## config.mk

```make
export PLATFORM = sky130hd
export DESIGN_NAME = urxs_rx_status
export DESIGN_NICKNAME = d
export VERILOG_FILES = /design/src/hdl/urxs_rx_status.v
export VERILOG_INCLUDE_DIRS = /design/src /design/src/hdl
export SDC_FILE = /design/constraint.sdc
export NUM_CORES = 1
export LEC_CHECK = 0
export BUFFER_PORTS_ARGS = -buffer_cell sky130_fd_sc_hd__buf_2
export CAP_MARGIN = 20
export CORE_MARGIN = 5
export CORE_UTILIZATION = 55
export CTS_BUF_LIST = sky130_fd_sc_hd__clkbuf_16
export DETAILED_ROUTE_END_ITERATION = 16
export GPL_TIMING_DRIVEN = 0
export PLACE_DENSITY = 0.92
export SYNTH_ARGS = -nofsm -noshare
export SYNTH_HDL_FRONTEND = slang
export SYNTH_SLANG_ARGS = --single-unit
```

## constraint.sdc

```tcl
create_clock -name ref_clk -period 6.5 [get_ports ref_clk]
set_input_delay 1.3 -clock ref_clk [delete_from_list [all_inputs] [get_ports ref_clk]]
set_output_delay 1.3 -clock ref_clk [all_outputs]
set_load 0.03 [all_outputs]
```

## src/hdl/urxs_consts.vh

```
// Purpose: Constants of the serial receive status and ring flag block.
// Assumes: AXI4-Lite register access, 32-bit data, 8-bit registers.
// Notes: Offsets are byte addresses; registers sit in the low byte.
`ifndef URXS_CONSTS_VH
`define URXS_CONSTS_VH

`define URXS_OFS_STAT0 8'h00
`define URXS_OFS_STAT1 8'h04
`define URXS_OFS_STAT2 8'h08
`define URXS_OFS_IRQCTL 8'h0C
`define URXS_OFS_CFG 8'h10
`define URXS_OFS_BUF0 8'h14
`define URXS_OFS_BUF1 8'h18
`define URXS_OFS_BUF2 8'h1C
`define URXS_OFS_BUF3 8'h20

`define URXS_RST_STAT0 8'h00
`define URXS_RST_STAT1 8'h11
`define URXS_RST_STAT2 8'hC1
`define URXS_RST_IRQCTL 8'h01
`define URXS_RST_CFG 8'h00

`define URXS_BIT_FERR 0
`define URXS_BIT_OERR_LO 1
`define URXS_BIT_PERR_LO 2
`define URXS_BIT_MERR_LO 3
`define URXS_BIT_RVIE0 4
`define URXS_BIT_RVIRQ0 5
`define URXS_BIT_TRIE 6
`define URXS_BIT_TRIRQ 7
`define URXS_BIT_OERR_HI 5
`define URXS_BIT_PERR_HI 6
`define URXS_BIT_MERR_HI 7
`define URXS_BIT_CNT_LSB 4
`define URXS_BIT_CNT_MSB 5
`define URXS_BIT_MIRROR0 4
`define URXS_BIT_RVIE1 1
`define URXS_BIT_RVIE2 2
`define URXS_BIT_RVIE3 3
`define URXS_BIT_RVIRQ1 5
`define URXS_BIT_RVIRQ2 6
`define URXS_BIT_RVIRQ3 7

`define URXS_BIT_MPMODE 0
`define URXS_BIT_ADDRSEL 2
`define URXS_BIT_FOURSTG 3
`define URXS_BIT_PAREN 5
`define URXS_BIT_PAREVN 6

`define URXS_RESP_OKAY 2'b00
`define URXS_RESP_SLVERR 2'b10

`endif

```

## src/hdl/urxs_rx_status.v

```verilog
// Purpose: Receive status flags, four-buffer ring and request flags.
// Assumes: Receive shifter and transmitter run on ref_clk and give pulses.
// Notes: Registers are reached over AXI4-Lite, one word per register.
`timescale 1ns/1ps
`include "urxs_consts.vh"

module urxs_rx_status
(
    input wire ref_clk,
    input wire arst_n,
    input wire [7:0] s_axi_awaddr,
    input wire s_axi_awvalid,
    output wire s_axi_awready,
    input wire [31:0] s_axi_wdata,
    input wire [3:0] s_axi_wstrb,
    input wire s_axi_wvalid,
    output wire s_axi_wready,
    output wire [1:0] s_axi_bresp,
    output wire s_axi_bvalid,
    input wire s_axi_bready,
    input wire [7:0] s_axi_araddr,
    input wire s_axi_arvalid,
    output wire s_axi_arready,
    output wire [31:0] s_axi_rdata,
    output wire [1:0] s_axi_rresp,
    output wire s_axi_rvalid,
    input wire s_axi_rready,
    input wire rx_done,
    input wire [7:0] rx_data,
    input wire rx_parity_bit,
    input wire rx_stop_bit,
    input wire addr_marker_bit,
    input wire tx_ready_evt,
    output wire rx_irq,
    output wire tx_irq
);

////////////////////////////////////////////////////////////////////////////
reg awready_ff;
reg wready_ff;
reg bvalid_ff;
reg [1:0] bresp_ff;
reg arready_ff;
reg rvalid_ff;
reg [1:0] rresp_ff;
reg [31:0] rdata_ff;
reg aw_got_ff;
reg w_got_ff;
reg [7:0] wr_addr_ff;
reg [7:0] wr_data_ff;
reg wr_lane0_ff;
reg [7:0] cfg_ff;
reg rv_ie0_ff;
reg tr_ie_ff;
reg tr_irq_ff;
reg frame_err_flag_ff;
reg [3:1] rv_ie_ff;
reg [1:0] ring_cnt_ff;
reg [3:0] overrun_ff;
reg [3:0] parity_err_ff;
reg [3:0] mproc_err_ff;
reg [3:0] pending_ff;
reg [3:0] unread_ff;
reg [7:0] rx_buf_ff [0:3];
reg rx_irq_ff;
reg tx_irq_ff;

wire aw_take;
wire w_take;
wire ar_take;
wire wr_go;
wire wr_en;
wire sel_s0;
wire sel_s1;
wire sel_s2;
wire sel_ic;
wire sel_cfg;
wire wr_mapped;
wire four_stage_select;
wire rx_addr_select;
wire mproc_mode;
wire parity_en;
wire parity_even;
wire rx_take;
wire [1:0] tgt;
wire ev_perr;
wire ev_merr;
wire [3:0] ld;
wire [3:0] rd_clr;
wire [3:0] clr_o;
wire [3:0] clr_p;
wire [3:0] clr_m;
wire [3:0] clr_r;
wire clr_ferr;
wire [3:0] ie_all;
reg [7:0] rd_byte;
reg rd_ok;

assign s_axi_awready = awready_ff;
assign s_axi_wready = wready_ff;
assign s_axi_bvalid = bvalid_ff;
assign s_axi_bresp = bresp_ff;
assign s_axi_arready = arready_ff;
assign s_axi_rvalid = rvalid_ff;
assign s_axi_rresp = rresp_ff;
assign s_axi_rdata = rdata_ff;
assign rx_irq = rx_irq_ff;
assign tx_irq = tx_irq_ff;

////////////////////////////////////////////////////////////////////////////
// Write address and data are caught independently; the write acts once
// both are held and no response is outstanding.
assign aw_take = s_axi_awvalid & awready_ff;
assign w_take = s_axi_wvalid & wready_ff;
assign ar_take = s_axi_arvalid & arready_ff;
assign wr_go = aw_got_ff & w_got_ff & ~bvalid_ff;
assign wr_en = wr_go & wr_lane0_ff;
assign sel_s0 = wr_en & (wr_addr_ff == `URXS_OFS_STAT0);
assign sel_s1 = wr_en & (wr_addr_ff == `URXS_OFS_STAT1);
assign sel_s2 = wr_en & (wr_addr_ff == `URXS_OFS_STAT2);
assign sel_ic = wr_en & (wr_addr_ff == `URXS_OFS_IRQCTL);
assign sel_cfg = wr_en & (wr_addr_ff == `URXS_OFS_CFG);
assign wr_mapped = (wr_addr_ff == `URXS_OFS_STAT0) |
                   (wr_addr_ff == `URXS_OFS_STAT1) |
                   (wr_addr_ff == `URXS_OFS_STAT2) |
                   (wr_addr_ff == `URXS_OFS_IRQCTL) |
                   (wr_addr_ff == `URXS_OFS_CFG) |
                   (wr_addr_ff == `URXS_OFS_BUF0) |
                   (wr_addr_ff == `URXS_OFS_BUF1) |
                   (wr_addr_ff == `URXS_OFS_BUF2) |
                   (wr_addr_ff == `URXS_OFS_BUF3);

always @(posedge ref_clk or negedge arst_n)
begin
    if (!arst_n)
    begin
        awready_ff <= 1'b0;
        wready_ff <= 1'b0;
        aw_got_ff <= 1'b0;
        w_got_ff <= 1'b0;
        wr_addr_ff <= 8'h00;
        wr_data_ff <= 8'h00;
        wr_lane0_ff <= 1'b0;
        bvalid_ff <= 1'b0;
        bresp_ff <= `URXS_RESP_OKAY;
    end
    else
    begin
        if (aw_take)
        begin
            aw_got_ff <= 1'b1;
            wr_addr_ff <= s_axi_awaddr;
            awready_ff <= 1'b0;
        end
        else if (wr_go)
            aw_got_ff <= 1'b0;
        else if (!aw_got_ff && !bvalid_ff)
            awready_ff <= 1'b1;
        if (w_take)
        begin
            w_got_ff <= 1'b1;
            wr_data_ff <= s_axi_wdata[7:0];
            wr_lane0_ff <= s_axi_wstrb[0];
            wready_ff <= 1'b0;
        end
        else if (wr_go)
            w_got_ff <= 1'b0;
        else if (!w_got_ff && !bvalid_ff)
            wready_ff <= 1'b1;
        // A refused address still gets its response, so no master hangs.
        if (wr_go)
        begin
            bvalid_ff <= 1'b1;
            bresp_ff <= wr_mapped ? `URXS_RESP_OKAY : `URXS_RESP_SLVERR;
        end
        else if (bvalid_ff && s_axi_bready)
            bvalid_ff <= 1'b0;
    end
end

////////////////////////////////////////////////////////////////////////////
// Read data is captured at the address handshake, so a buffer read clears
// its unread mark in that same cycle.
always @*
begin
    rd_byte = 8'hFF;
    rd_ok = 1'b1;
    case (s_axi_araddr)
        `URXS_OFS_STAT0:
            rd_byte = {tr_irq_ff, tr_ie_ff, pending_ff[0], rv_ie0_ff,
                       mproc_err_ff[0], parity_err_ff[0], overrun_ff[0],
                       frame_err_flag_ff};
        `URXS_OFS_STAT1:
            rd_byte = {mproc_err_ff[2], parity_err_ff[2], overrun_ff[2],
                       1'b1, mproc_err_ff[1], parity_err_ff[1],
                       overrun_ff[1], 1'b1};
        `URXS_OFS_STAT2:
            rd_byte = {2'b11, ring_cnt_ff, mproc_err_ff[3],
                       parity_err_ff[3], overrun_ff[3], 1'b1};
        `URXS_OFS_IRQCTL:
            rd_byte = {pending_ff[3:1], pending_ff[0], rv_ie_ff,
                       1'b1};
        `URXS_OFS_CFG:
            rd_byte = cfg_ff;
        `URXS_OFS_BUF0:
            rd_byte = rx_buf_ff[0];
        `URXS_OFS_BUF1:
            rd_byte = rx_buf_ff[1];
        `URXS_OFS_BUF2:
            rd_byte = rx_buf_ff[2];
        `URXS_OFS_BUF3:
            rd_byte = rx_buf_ff[3];
        default:
        begin
            // Unmapped words answer with zero data and an error response.
            rd_byte = 8'h00;
            rd_ok = 1'b0;
        end
    endcase
end

always @(posedge ref_clk or negedge arst_n)
begin
    if (!arst_n)
    begin
        arready_ff <= 1'b0;
        rvalid_ff <= 1'b0;
        rresp_ff <= `URXS_RESP_OKAY;
        rdata_ff <= 32'h0000_0000;
    end
    else
    begin
        if (ar_take)
        begin
            arready_ff <= 1'b0;
            rvalid_ff <= 1'b1;
            rdata_ff <= {24'h00_0000, rd_byte};
            rresp_ff <= rd_ok ? `URXS_RESP_OKAY : `URXS_RESP_SLVERR;
        end
        else if (rvalid_ff && s_axi_rready)
            rvalid_ff <= 1'b0;
        else if (!rvalid_ff)
            arready_ff <= 1'b1;
    end
end

////////////////////////////////////////////////////////////////////////////
// Configuration stands in for the receive control bits this block needs.
assign mproc_mode = cfg_ff[`URXS_BIT_MPMODE];
assign rx_addr_select = cfg_ff[`URXS_BIT_ADDRSEL];
assign four_stage_select = cfg_ff[`URXS_BIT_FOURSTG];
assign parity_en = cfg_ff[`URXS_BIT_PAREN];
assign parity_even = cfg_ff[`URXS_BIT_PAREVN];

// In address-receive mode a data frame is ignored: no load, no request.
assign rx_take = rx_done & ~(mproc_mode & rx_addr_select & ~addr_marker_bit);
assign tgt = four_stage_select ? ring_cnt_ff : 2'b00;
assign ev_perr = parity_en &
                 (^rx_data ^ rx_parity_bit ^ ~parity_even);
assign ev_merr = mproc_mode & ~rx_addr_select &
                 addr_marker_bit;

assign clr_ferr = sel_s0 & ~wr_data_ff[`URXS_BIT_FERR];
assign clr_o = {sel_s2 & ~wr_data_ff[`URXS_BIT_OERR_LO],
                sel_s1 & ~wr_data_ff[`URXS_BIT_OERR_HI],
                sel_s1 & ~wr_data_ff[`URXS_BIT_OERR_LO],
                sel_s0 & ~wr_data_ff[`URXS_BIT_OERR_LO]};
assign clr_p = {sel_s2 & ~wr_data_ff[`URXS_BIT_PERR_LO],
                sel_s1 & ~wr_data_ff[`URXS_BIT_PERR_HI],
                sel_s1 & ~wr_data_ff[`URXS_BIT_PERR_LO],
                sel_s0 & ~wr_data_ff[`URXS_BIT_PERR_LO]};
assign clr_m = {sel_s2 & ~wr_data_ff[`URXS_BIT_MERR_LO],
                sel_s1 & ~wr_data_ff[`URXS_BIT_MERR_HI],
                sel_s1 & ~wr_data_ff[`URXS_BIT_MERR_LO],
                sel_s0 & ~wr_data_ff[`URXS_BIT_MERR_LO]};
// Buffer-0 pending clears only through status 0; the mirror is ignored.
assign clr_r = {sel_ic & ~wr_data_ff[`URXS_BIT_RVIRQ3],
                sel_ic & ~wr_data_ff[`URXS_BIT_RVIRQ2],
                sel_ic & ~wr_data_ff[`URXS_BIT_RVIRQ1],
                sel_s0 & ~wr_data_ff[`URXS_BIT_RVIRQ0]};

////////////////////////////////////////////////////////////////////////////
// Per-buffer state: a set in the same cycle as a clear always wins.
genvar gi;
generate
    for (gi = 0; gi < 4; gi = gi + 1)
    begin : g_buf
        // A genvar cannot be sliced, so each buffer gets its index and
        // read offset as constants of the width they are compared at.
        localparam integer BUF_N = gi;
        localparam [1:0] BUF_IDX = BUF_N[1:0];
        localparam [7:0] BUF_OFS = `URXS_OFS_BUF0 + {4'h0, BUF_IDX, 2'b00};
        assign ld[gi] = rx_take & (tgt == BUF_IDX);
        assign rd_clr[gi] = ar_take &
            (s_axi_araddr == BUF_OFS);
        always @(posedge ref_clk or negedge arst_n)
        begin
            if (!arst_n)
            begin
                overrun_ff[gi] <= 1'b0;
                parity_err_ff[gi] <= 1'b0;
                mproc_err_ff[gi] <= 1'b0;
                pending_ff[gi] <= 1'b0;
                unread_ff[gi] <= 1'b0;
            end
            else
            begin
                overrun_ff[gi] <= (overrun_ff[gi] & ~clr_o[gi]) |
                    (ld[gi] & unread_ff[gi]);
                parity_err_ff[gi] <= (parity_err_ff[gi] & ~clr_p[gi]) |
                    (ld[gi] & ev_perr);
                mproc_err_ff[gi] <= (mproc_err_ff[gi] & ~clr_m[gi]) |
                    (ld[gi] & ev_merr);
                pending_ff[gi] <= (pending_ff[gi] & ~clr_r[gi]) |
                    ld[gi];
                unread_ff[gi] <= (unread_ff[gi] & ~rd_clr[gi]) |
                    ld[gi];
            end
        end
        // Data buffers carry no reset; their content is undefined until
        // the first byte lands.
        always @(posedge ref_clk)
        begin
            if (ld[gi])
                rx_buf_ff[gi] <= rx_data;
        end
    end
endgenerate

////////////////////////////////////////////////////////////////////////////
assign ie_all = {rv_ie_ff, rv_ie0_ff};

always @(posedge ref_clk or negedge arst_n)
begin
    if (!arst_n)
    begin
        cfg_ff <= `URXS_RST_CFG;
        rv_ie0_ff <= 1'b0;
        tr_ie_ff <= 1'b0;
        tr_irq_ff <= 1'b0;
        frame_err_flag_ff <= 1'b0;
        rv_ie_ff <= 3'b000;
        ring_cnt_ff <= 2'b00;
        rx_irq_ff <= 1'b0;
        tx_irq_ff <= 1'b0;
    end
    else
    begin
        if (sel_cfg)
            cfg_ff <= wr_data_ff;
        if (sel_s0)
        begin
            rv_ie0_ff <= wr_data_ff[`URXS_BIT_RVIE0];
            tr_ie_ff <= wr_data_ff[`URXS_BIT_TRIE];
        end
        if (sel_ic)
            rv_ie_ff <= {wr_data_ff[`URXS_BIT_RVIE3],
                         wr_data_ff[`URXS_BIT_RVIE2],
                         wr_data_ff[`URXS_BIT_RVIE1]};
        // A transmit event in the cycle of a clear keeps the flag set.
        tr_irq_ff <= (tr_irq_ff &
            ~(sel_s0 & ~wr_data_ff[`URXS_BIT_TRIRQ])) | tx_ready_evt;
        frame_err_flag_ff <= (frame_err_flag_ff & ~clr_ferr) |
            (rx_take & ~rx_stop_bit);
        // The counter only moves in ring mode; writes never reach it.
        if (rx_take && four_stage_select)
            ring_cnt_ff <= ring_cnt_ff + 2'b01;
        rx_irq_ff <= |(pending_ff & ie_all);
        tx_irq_ff <= tr_irq_ff & tr_ie_ff;
    end
end

endmodule

```

Word level (Yosys, flattened, before mapping) --
Memory sizes are Yosys's and may differ from the RTL's. Cells that the tools add are included.
Cells by class: mux-type cells 38, divide/modulo/power cells 0, bitwise gates (word level) 147, shift-type cells 0, multiply operators 0, $lt $le $gt $ge 0, $add $sub $neg 1, eq/ne operators 23, reduce and logical (&&, ||, !) cells 26
Operators by type and width (number):
- $and A1 B1 Y1 | 79
- $pmux W8 S9 | 1
- $eq A8 B5 Y1 const B | 8
- $not A1 Y1 | 35
- $eq A8 B4 Y1 const B | 4
- $or A1 B1 Y1 | 30
- $mux W1 | 28
- $mux W8 | 3
- $reduce_or A8 Y1 | 3
- $eq A8 B3 Y1 const B | 2
- $eq A8 B6 Y1 const B | 2
- $logic_not A8 Y1 | 2
- $mux W2 | 6
- $reduce_bool A2 Y1 | 6
- $reduce_or A9 Y1 | 1
- $reduce_xor A8 Y1 | 1
- $ne A2 B2 Y1 const B | 3
- $reduce_and A2 Y1 | 3
- $logic_and A1 B1 Y1 | 5
- $and A4 B4 Y4 | 1
- $eq A2 B2 Y1 const B | 2
- $reduce_or A4 Y1 | 1
- $logic_not A1 Y1 | 3
- $add A2 B1 Y2 const B | 1
- 4 further kinds | 5
Storage, ports and cells: ROM bits 0, logic and storage cells 278, flip-flop bits (word level) 75, bits in latches 0, bits of input ports 72, memories kept 1, memory bits (writable) 32, output and inout bits 43
Memories:
- rx_buf_ff | depth 4, width 8, rd ports 4, clocked after memory_dff 0, write ports 1, RTL line urxs_rx_status.v:64 | reg [7:0] rx_buf_ff [0:3];

Logic depth before layout (Yosys ltp) --
Gate-level depths: netlist of run 1.
depth after elaboration 11, gate-level depth with buffers 7, mapped depth without buffers 6

Worst setup path after synthesis of run 1 --
No wires, ideal clock.
path kind in2reg, start input port s_axi_araddr[2], end register rdata_ff[3], in the netlist s_axi_rdata[3], buffers on the path 2, cell stages on the path 6, arrival time 2715 ps, library setup time 124 ps, slack 3661 ps, cells stage by stage clkbuf_1 > clkbuf_1 > mux2_2 > a22oi_1 > nor2_1 > a211o_1
On the way: cells in the longest elaborated chain, start to end 2, elaborated cells between the ends (all ways) 10, those cells by class eq/ne (8); mux (1); reduce/logical (1)
Ends and longest elaborated chain:
- from (decl) | RTL line urxs_rx_status.v:21 | input wire [7:0] s_axi_araddr,
- $eq A8 B6 Y1, or another cell as far along | RTL line urxs_rx_status.v:188 | case (s_axi_araddr)
- $pmux W8 S9 (*) | RTL line urxs_rx_status.v:188
- to (signal assigned) | RTL line urxs_rx_status.v:237 | rdata_ff <= {24'h00_0000, rd_byte};
- to (decl) | RTL line urxs_rx_status.v:46 | reg [31:0] rdata_ff;
Every way passes the cells marked *; elsewhere a longest branch is shown, timed or not. A chain may end at the register's enable or synchronous reset.

Final worst setup path of run 1 --
start input port s_axi_araddr[2], end register rdata_ff[5], in the netlist s_axi_rdata[5]
Same word-level chain as after synthesis.

==> out/metrics.cfg, run 1 <==
[status]
status = complete, no violations

[clock_tree]
clock-sinks = 105
postCtsHoldBufs = 0
clkSlewWorstSetupHoldPaths_ns = 0.07
root_buffer = clkbuf_16
cts_buffers = 9
h-tree-depth = 3
clk_latency_ns = 0.34
cts_setup_buffers = 0
cts_buffer_depth = 2
cts_tree = yes
cts_resized = 0

[logic_synthesis]
synthFlopType = dfrtp_1
ys_types = 55
synthesis.area_um2 = 4850
syn_inst = 393
synth-seq-cells = 105
avgSynthCellArea_um2 = 12.4
yosys_warnings = 0
seq_area_frac_synth_pct = 57.4
ys_async_sr_fraction_pct = 69.5
synth_edf_count = 32

[setup_path]
cp-endpoint = s_axi_rdata[5]$_DFFE_PN0P_
critPathMaxFanout = 10
critPathLaunchType = primary input
crit_required_ns = 6.70
ff2ff_setup_slack_ns = 3.93
criticalPathCategory = in -> reg
reg2reg_from = wr_addr_ff[1]$_DFFE_PN0P_
ff2ff_path_depth = 6
cp-startpoint = s_axi_araddr[2]
rr_endpoint = parity_err_ff[0]$_DFF_PN0_
cp.arrival_ns = 3.71
cp-end-kind = register

[final_layout]
finalNetCount = 561
layout_common_cells = dfrtp_1 (73), buf_2 (59), mux2_2 (35), edfxtp_1 (32), nand2_1 (29)
stdcell_count = 602
multi_input_area_um2 = 1840
fin_area_um2 = 5680
ff_latch_area_um2 = 2790
layout_commonest_cell = dfrtp_1
drive_above_1_share_pct = 29.8
antenna_cells = 0
syn_to_final_growth_pct = 16.9
fillers = 654

[timing]
hold_ws_ns = 0.481
slew_viol_final = 0
max-slew-margin-rel_pct = 36.7
hold_viol = 0
fin_tns_setup_ns = 0
fmax_ghz = 0.285
setup_viol = 0
skew_ns = 0.0110
rsz0062_at_grt = no
worst_slew_pin_slew_ns = 0.941
period_minus_slack_ns = 3.51
period_share_pct = 54.0

[placement]
hpwl_um = 8500
gp_congestion = 0.904
portBuffers = 60
placedInstanceArea_um2 = 5390
place_inst = 586

[global_routing]
grt_max_degree = 74
grt_overflow = 0
antenna_found_initial = 0
grt_pass1_wl_um = 19400
grt_usage_pct = 22.5
grt_pass1_vias = 3680

[floorplanning]
die_w_um = 104
die_area_um2 = 10800
core_um2 = 8680
die_y_um = 104
rows = 34
io_pins = 115
initial_utilization_pct = 55.9

[job]
max_cap_violations = 0

[route]
antenna_left = 0
wl_per_cell_um = 19.9
vias = 3602
first_iter_violations = 561
drt_wl_total_um = 12000
first_pass_iters = 6
vias_per_cell = 5.98
drc = 0

[pwr]
finalPower_mw = 1.82
leakage_nw = 2.49
power_density_nw_per_um2 = 320
max-vdd-ir-drop_mv = 0.160

[min_path]
whs_path_depth = 2
worstHoldPathType = reg -> reg

==> flip-flops by register name, summed over array words and instances (netlist names), 2 cells and up <==
signal,count
s_axi_rdata,8
wr_data_ff,8
overrun_ff,4
unread_ff,4
parity_err_ff,4
rv_ie_ff,3
cfg_ff,8
mproc_err_ff,4
wr_addr_ff,8
rx_buf_ff,32
ring_cnt_ff,2
pending_ff,4
==> metrics by stage <==
stage               setup WS [ns]  util (%)
global route                 2.83      65.4
CTS                          3.09      65.4
finish                       2.99      65.4
floorplan                    3.66         -
detailed placement           2.78      62.1
global placement             2.76      62.0
==> final cells by class <==
cell class,count,share of cell area [%]
Sequential cell,105,49.1
Multi-Input combinational cell,255,32.4
Timing Repair Buffer,60,5.34
Buffer,42,4.63
Clock buffer,10,4.41
Tap cell,108,2.38
Inverter,16,1.06
Clock inverter,6,0.683
==> Yosys cell counts (2+ instances only) <==
library cell / instances / area [um^2]
a21oi_1: 7 / 35.0
a221o_1: 2 / 20.0
a22o_1: 5 / 43.8
a22oi_1: 6 / 45.0
a32oi_1: 4 / 35.0
and2_1: 2 / 12.5
and3_1: 2 / 12.5
and4b_1: 2 / 20.0
buf_4: 26 / 195
clkbuf_1: 14 / 52.6
dfrtp_1: 73 / 1830
edfxtp_1: 32 / 961
inv_1: 15 / 56.3
mux2_2: 35 / 394
mux2_4: 2 / 30.0
mux2i_1: 3 / 30.0
mux4_2: 4 / 90.1
nand2_1: 29 / 109
nand2b_1: 2 / 12.5
nand3_1: 6 / 30.0
nand3b_1: 7 / 52.6
nand4_1: 3 / 18.8
nor2_1: 8 / 30.0
nor2b_1: 8 / 50.1
nor3_1: 4 / 20.0
nor3b_1: 2 / 15.0
nor4_1: 4 / 25.0
o211ai_1: 2 / 15.0
o21a_1: 3 / 22.5
o21ai_0: 28 / 140
o31ai_1: 6 / 45.0
o41ai_1: 12 / 105
or3_1: 2 / 12.5
or4_1: 4 / 30.0
or4_4: 2 / 22.5
xnor2_1: 8 / 70.1
==> worst min path at each step <==
stage,from,to,slack (ns)
5_1_grt,s_axi_rdata[2]$_DFFE_PN0P_,s_axi_rdata[2]$_DFFE_PN0P_,0.52
2_1_floorplan,unread_ff[1]$_DFF_PN0_,overrun_ff[1]$_DFF_PN0_,0.44
3_5_place_dp,unread_ff[1]$_DFF_PN0_,overrun_ff[1]$_DFF_PN0_,0.47
6_report,s_axi_rdata[0]$_DFFE_PN0P_,s_axi_rdata[0]$_DFFE_PN0P_,0.48
4_1_cts,s_axi_rdata[0]$_DFFE_PN0P_,s_axi_rdata[0]$_DFFE_PN0P_,0.49
3_3_place_gp,unread_ff[1]$_DFF_PN0_,overrun_ff[1]$_DFF_PN0_,0.46
==> worst max-delay path, cell delays in order <==
cell and delay [ns]:
buf_2 0.17, clkbuf_1 0.54, clkbuf_1 0.48, buf_1 0.51, mux2i_1 0.38, o21ai_0 0.12
nand3b_1 0.12, o211ai_1 0.08
==> power breakdown <==
part,internal [mW],total (mW),switching (mW)
Sequential,0.787,0.898,0.110
Combinational,0.159,0.398,0.239
Clock,0.283,0.521,0.238
Total,1.23,1.82,0.587
==> cells by family after synthesis <==
kind of cell | share of synthesized area [%]
compound gates | 11.8
xor+xnor | 2.09
buf+inv | 6.65
flops | 57.4
mux | 11.2
other cells | 0.0772
simple gates | 10.7
==> layer usage <==
layer / wire length [um] / part of all wire (%) / vias to the layer above / GRT usage [%]
met5: 0 / 0 / - / 0
li1: - / - / 1592 / -
met4: 352 / 2.9 / 0 / 7.77
met1: 4540 / 38 / 1724 / 29.2
met2: 5790 / 48 / 246 / 36.0
met3: 1280 / 11 / 40 / 6.77
No activity file was read; power rests on OpenSTA's default activity.
==> inputs of run 2 (changes only) <==
--- a/config.mk
+++ b/config.mk
@@ -9,11 +9,11 @@
 export BUFFER_PORTS_ARGS = -buffer_cell sky130_fd_sc_hd__buf_2
 export CAP_MARGIN = 20
 export CORE_MARGIN = 5
-export CORE_UTILIZATION = 55
+export CORE_UTILIZATION = 48
 export CTS_BUF_LIST = sky130_fd_sc_hd__clkbuf_16
 export DETAILED_ROUTE_END_ITERATION = 16
 export GPL_TIMING_DRIVEN = 0
-export PLACE_DENSITY = 0.92
+export PLACE_DENSITY = 0.85
 export SYNTH_ARGS = -nofsm -noshare
 export SYNTH_HDL_FRONTEND = slang
 export SYNTH_SLANG_ARGS = --single-unit
==> constraint.sdc (replaced) <==
create_clock -name ref_clk -period 2.95 [get_ports ref_clk]
set_input_delay 0.59 -clock ref_clk [delete_from_list [all_inputs] [get_ports ref_clk]]
set_output_delay 0.59 -clock ref_clk [all_outputs]
set_load 0.03 [all_outputs]
==> run 2 against run 1 <==
Clock power grew 140%. Final cell count grew 4.2%. Clock-buffer cell count shrank 1. Cell area grew 0.95%. Worst hold slack lost 0.10 ns. Sequential cell count is the same. Sequential power grew 120%. Register-to-register slack lost 3.5 ns. Die area grew 13%. Worst setup slack lost 2.7 ns.
==> out/metrics.cfg, run 2 (synthesis gave the netlist of run 1 again) <==
[clock_tree]
clock-sinks = 105  ; unchanged
cts_tree = yes
h-tree-depth = 3  ; unchanged
cts_setup_buffers = 0  ; unchanged
root_buffer = clkbuf_16
cts_buffer_depth = 2  ; unchanged
clk_latency_ns = 0.35  ; about the same
postCtsHoldBufs = 0  ; unchanged
cts_buffers = 9  ; unchanged
clkSlewWorstSetupHoldPaths_ns = 0.07  ; about the same

[global_routing]
antenna_found_initial = 0  ; unchanged
grt_usage_pct = 20.1  ; -2.3 points
grt_pass1_wl_um = 19600  ; +1.2%
grt.busiest_layer = met2
grt_max_degree = 74  ; unchanged
use_met2_pct = 32.0  ; -4.0 points
met1_usage_pct = 25.8  ; -3.4 points
met3_usage_pct = 6.07  ; -0.69 points
grt_pass1_vias = 3714  ; +0.92%
grt_overflow = 0  ; unchanged

[setup_path]
reg2reg_from = wr_addr_ff[1]$_DFFE_PN0P_
ff2ff_path_depth = 6  ; unchanged
criticalPathCategory = in -> reg
crit_required_ns = 3.15  ; -3.55 ns
cp-end-kind = register
cp.arrival_ns = 2.88  ; -0.83 ns
critPathMaxFanout = 10  ; unchanged
cp-startpoint = s_axi_araddr[2]
rr_endpoint = mproc_err_ff[3]$_DFF_PN0_
ff2ff_setup_slack_ns = 0.42  ; -3.51 ns
cp-endpoint = s_axi_rdata[5]$_DFFE_PN0P_
critPathLaunchType = primary input

[final_layout]
layout_common_cells = dfrtp_1 (73), buf_2 (59), mux2_2 (35), edfxtp_1 (32), nand2_1 (29)
largest_register_ffs = 32  ; unchanged
fillers = 815  ; +25%
regMostFlops = rx_buf_ff
syn_to_final_growth_pct = 18.0
antenna_cells = 0  ; unchanged
drive_above_1_share_pct = 30.2  ; +0.40 points
layout_commonest_cell = dfrtp_1
finalNetCount = 561  ; unchanged
fin_area_um2 = 5730  ; +0.95%
final_util_pct = 58.3  ; -7.1 points

[route]
wl_per_cell_um = 19.3  ; -3.1%
vias_per_cell = 5.76  ; -3.7%
vias = 3612  ; +0.28%
first_iter_violations = 432  ; -23%
drt_wl_total_um = 12100  ; +0.90%
drc = 0  ; unchanged
first_pass_iters = 5  ; -1
antenna_left = 0  ; unchanged

[placement]
portBuffers = 60  ; unchanged
gp_congestion = 0.937  ; +3.7%
placedInstanceArea_um2 = 5420  ; +0.58%
hpwl_um = 8550  ; +0.56%

[floorplanning]
io_pins = 115  ; unchanged
die_y_um = 111  ; +6.4%
initial_utilization_pct = 49.4  ; -6.5 points
core_um2 = 9820  ; +13%
rows = 36  ; +5.9%
die_area_um2 = 12200  ; +13%
die_w_um = 111  ; +6.4%

[timing]
fin_tns_setup_ns = 0  ; unchanged
period_share_pct = 90.9
rsz0062_at_grt = no
hold_viol = 0  ; unchanged
skew_ns = 0.00718  ; -0.00383 ns
fmax_ghz = 0.373
slew_viol_final = 0  ; unchanged
period_minus_slack_ns = 2.68
max-slew-margin-rel_pct = 38.5  ; +1.9 points
setup_viol = 0  ; unchanged
worst_slew_pin_slew_ns = 0.914  ; -0.0276 ns

[pwr]
power_density_nw_per_um2 = 716  ; +120%
max-vdd-ir-drop_mv = 0.381  ; +140%
leakage_nw = 2.51  ; +0.78%
finalPower_mw = 4.10  ; +130%

[status]
status = complete, no violations

[job]
max_cap_violations = 0  ; unchanged

[min_path]
worstHoldPathType = in -> async

## run 2: changes by cell type in the layout (fill, tap and decap cells not counted)
cell,change
inv_6,-1
clkinv_4,-1
inv_4,-1
clkbuf_16,-1
clkinv_2,+5
clkinv_1,-1
bufinv_16,+2
buf_1,-1
clkinvlp_4,-1
inv_2,-1
clkbuf_2,+1
## run 2: worst max-delay path, cell delays in order
cell	delay, ns
buf_2	0.16
clkbuf_1	0.54
clkbuf_1	0.50
clkbuf_2	0.40
mux2i_1	0.36
o21ai_0	0.13
nand3b_1	0.12
o211ai_1	0.08
## run 2: how the worst min path moves through the flow
stage / slack [ns] / endpoint
2_1_floorplan: 0.29 / aw_got_ff$_DFFE_PN0P_
3_3_place_gp: 0.46 / s_axi_rdata[0]$_DFFE_PN0P_
6_report: 0.38 / aw_got_ff$_DFFE_PN0P_
5_1_grt: 0.43 / s_axi_bvalid$_DFFE_PN0P_
3_5_place_dp: 0.45 / overrun_ff[1]$_DFF_PN0_
4_1_cts: 0.41 / wr_addr_ff[1]$_DFFE_PN0P_
## run 2: where the power goes
group	leakage [nW]	internal [mW]	switching, mW
Combinational	1.18	0.351	0.520
Clock	0.159	0.736	0.508
Sequential	1.17	1.74	0.253
Total	2.51	2.82	1.28
## run 2: final cells by class
cell class	instances	area, um^2	area share [%]
Sequential cell	105	2790	48.7
Multi-Input combinational cell	255	1840	32.1
Timing Repair Buffer	60	303	5.28
Buffer	42	264	4.61
Clock buffer	9	225	3.93
Tap cell	133	166	2.90
Clock inverter	7	85.1	1.49
Inverter	16	60.1	1.05
## run 2: routing by layer
metal | wire [um] | up-vias
met1 | 4720 | 1734
met3 | 1240 | 39
met5 | 0 | -
li1 | - | 1604
met4 | 343 | 0
met2 | 5770 | 235
## run 2: repair_timing
action                                  CTS  global route
resized for setup                         0             1
hold endpoints to repair                  0             0
endpoints found under the setup margin    0             2
## run 2: stage by stage
step                hold WS [ns]  setup WS, ns  cells
floorplan                  0.294         0.684    418
global placement           0.461        -0.106    611
detailed placement         0.452        -0.142    611
CTS                        0.415         0.233    627
global route               0.430        0.0795    627
finish                     0.377         0.268    627
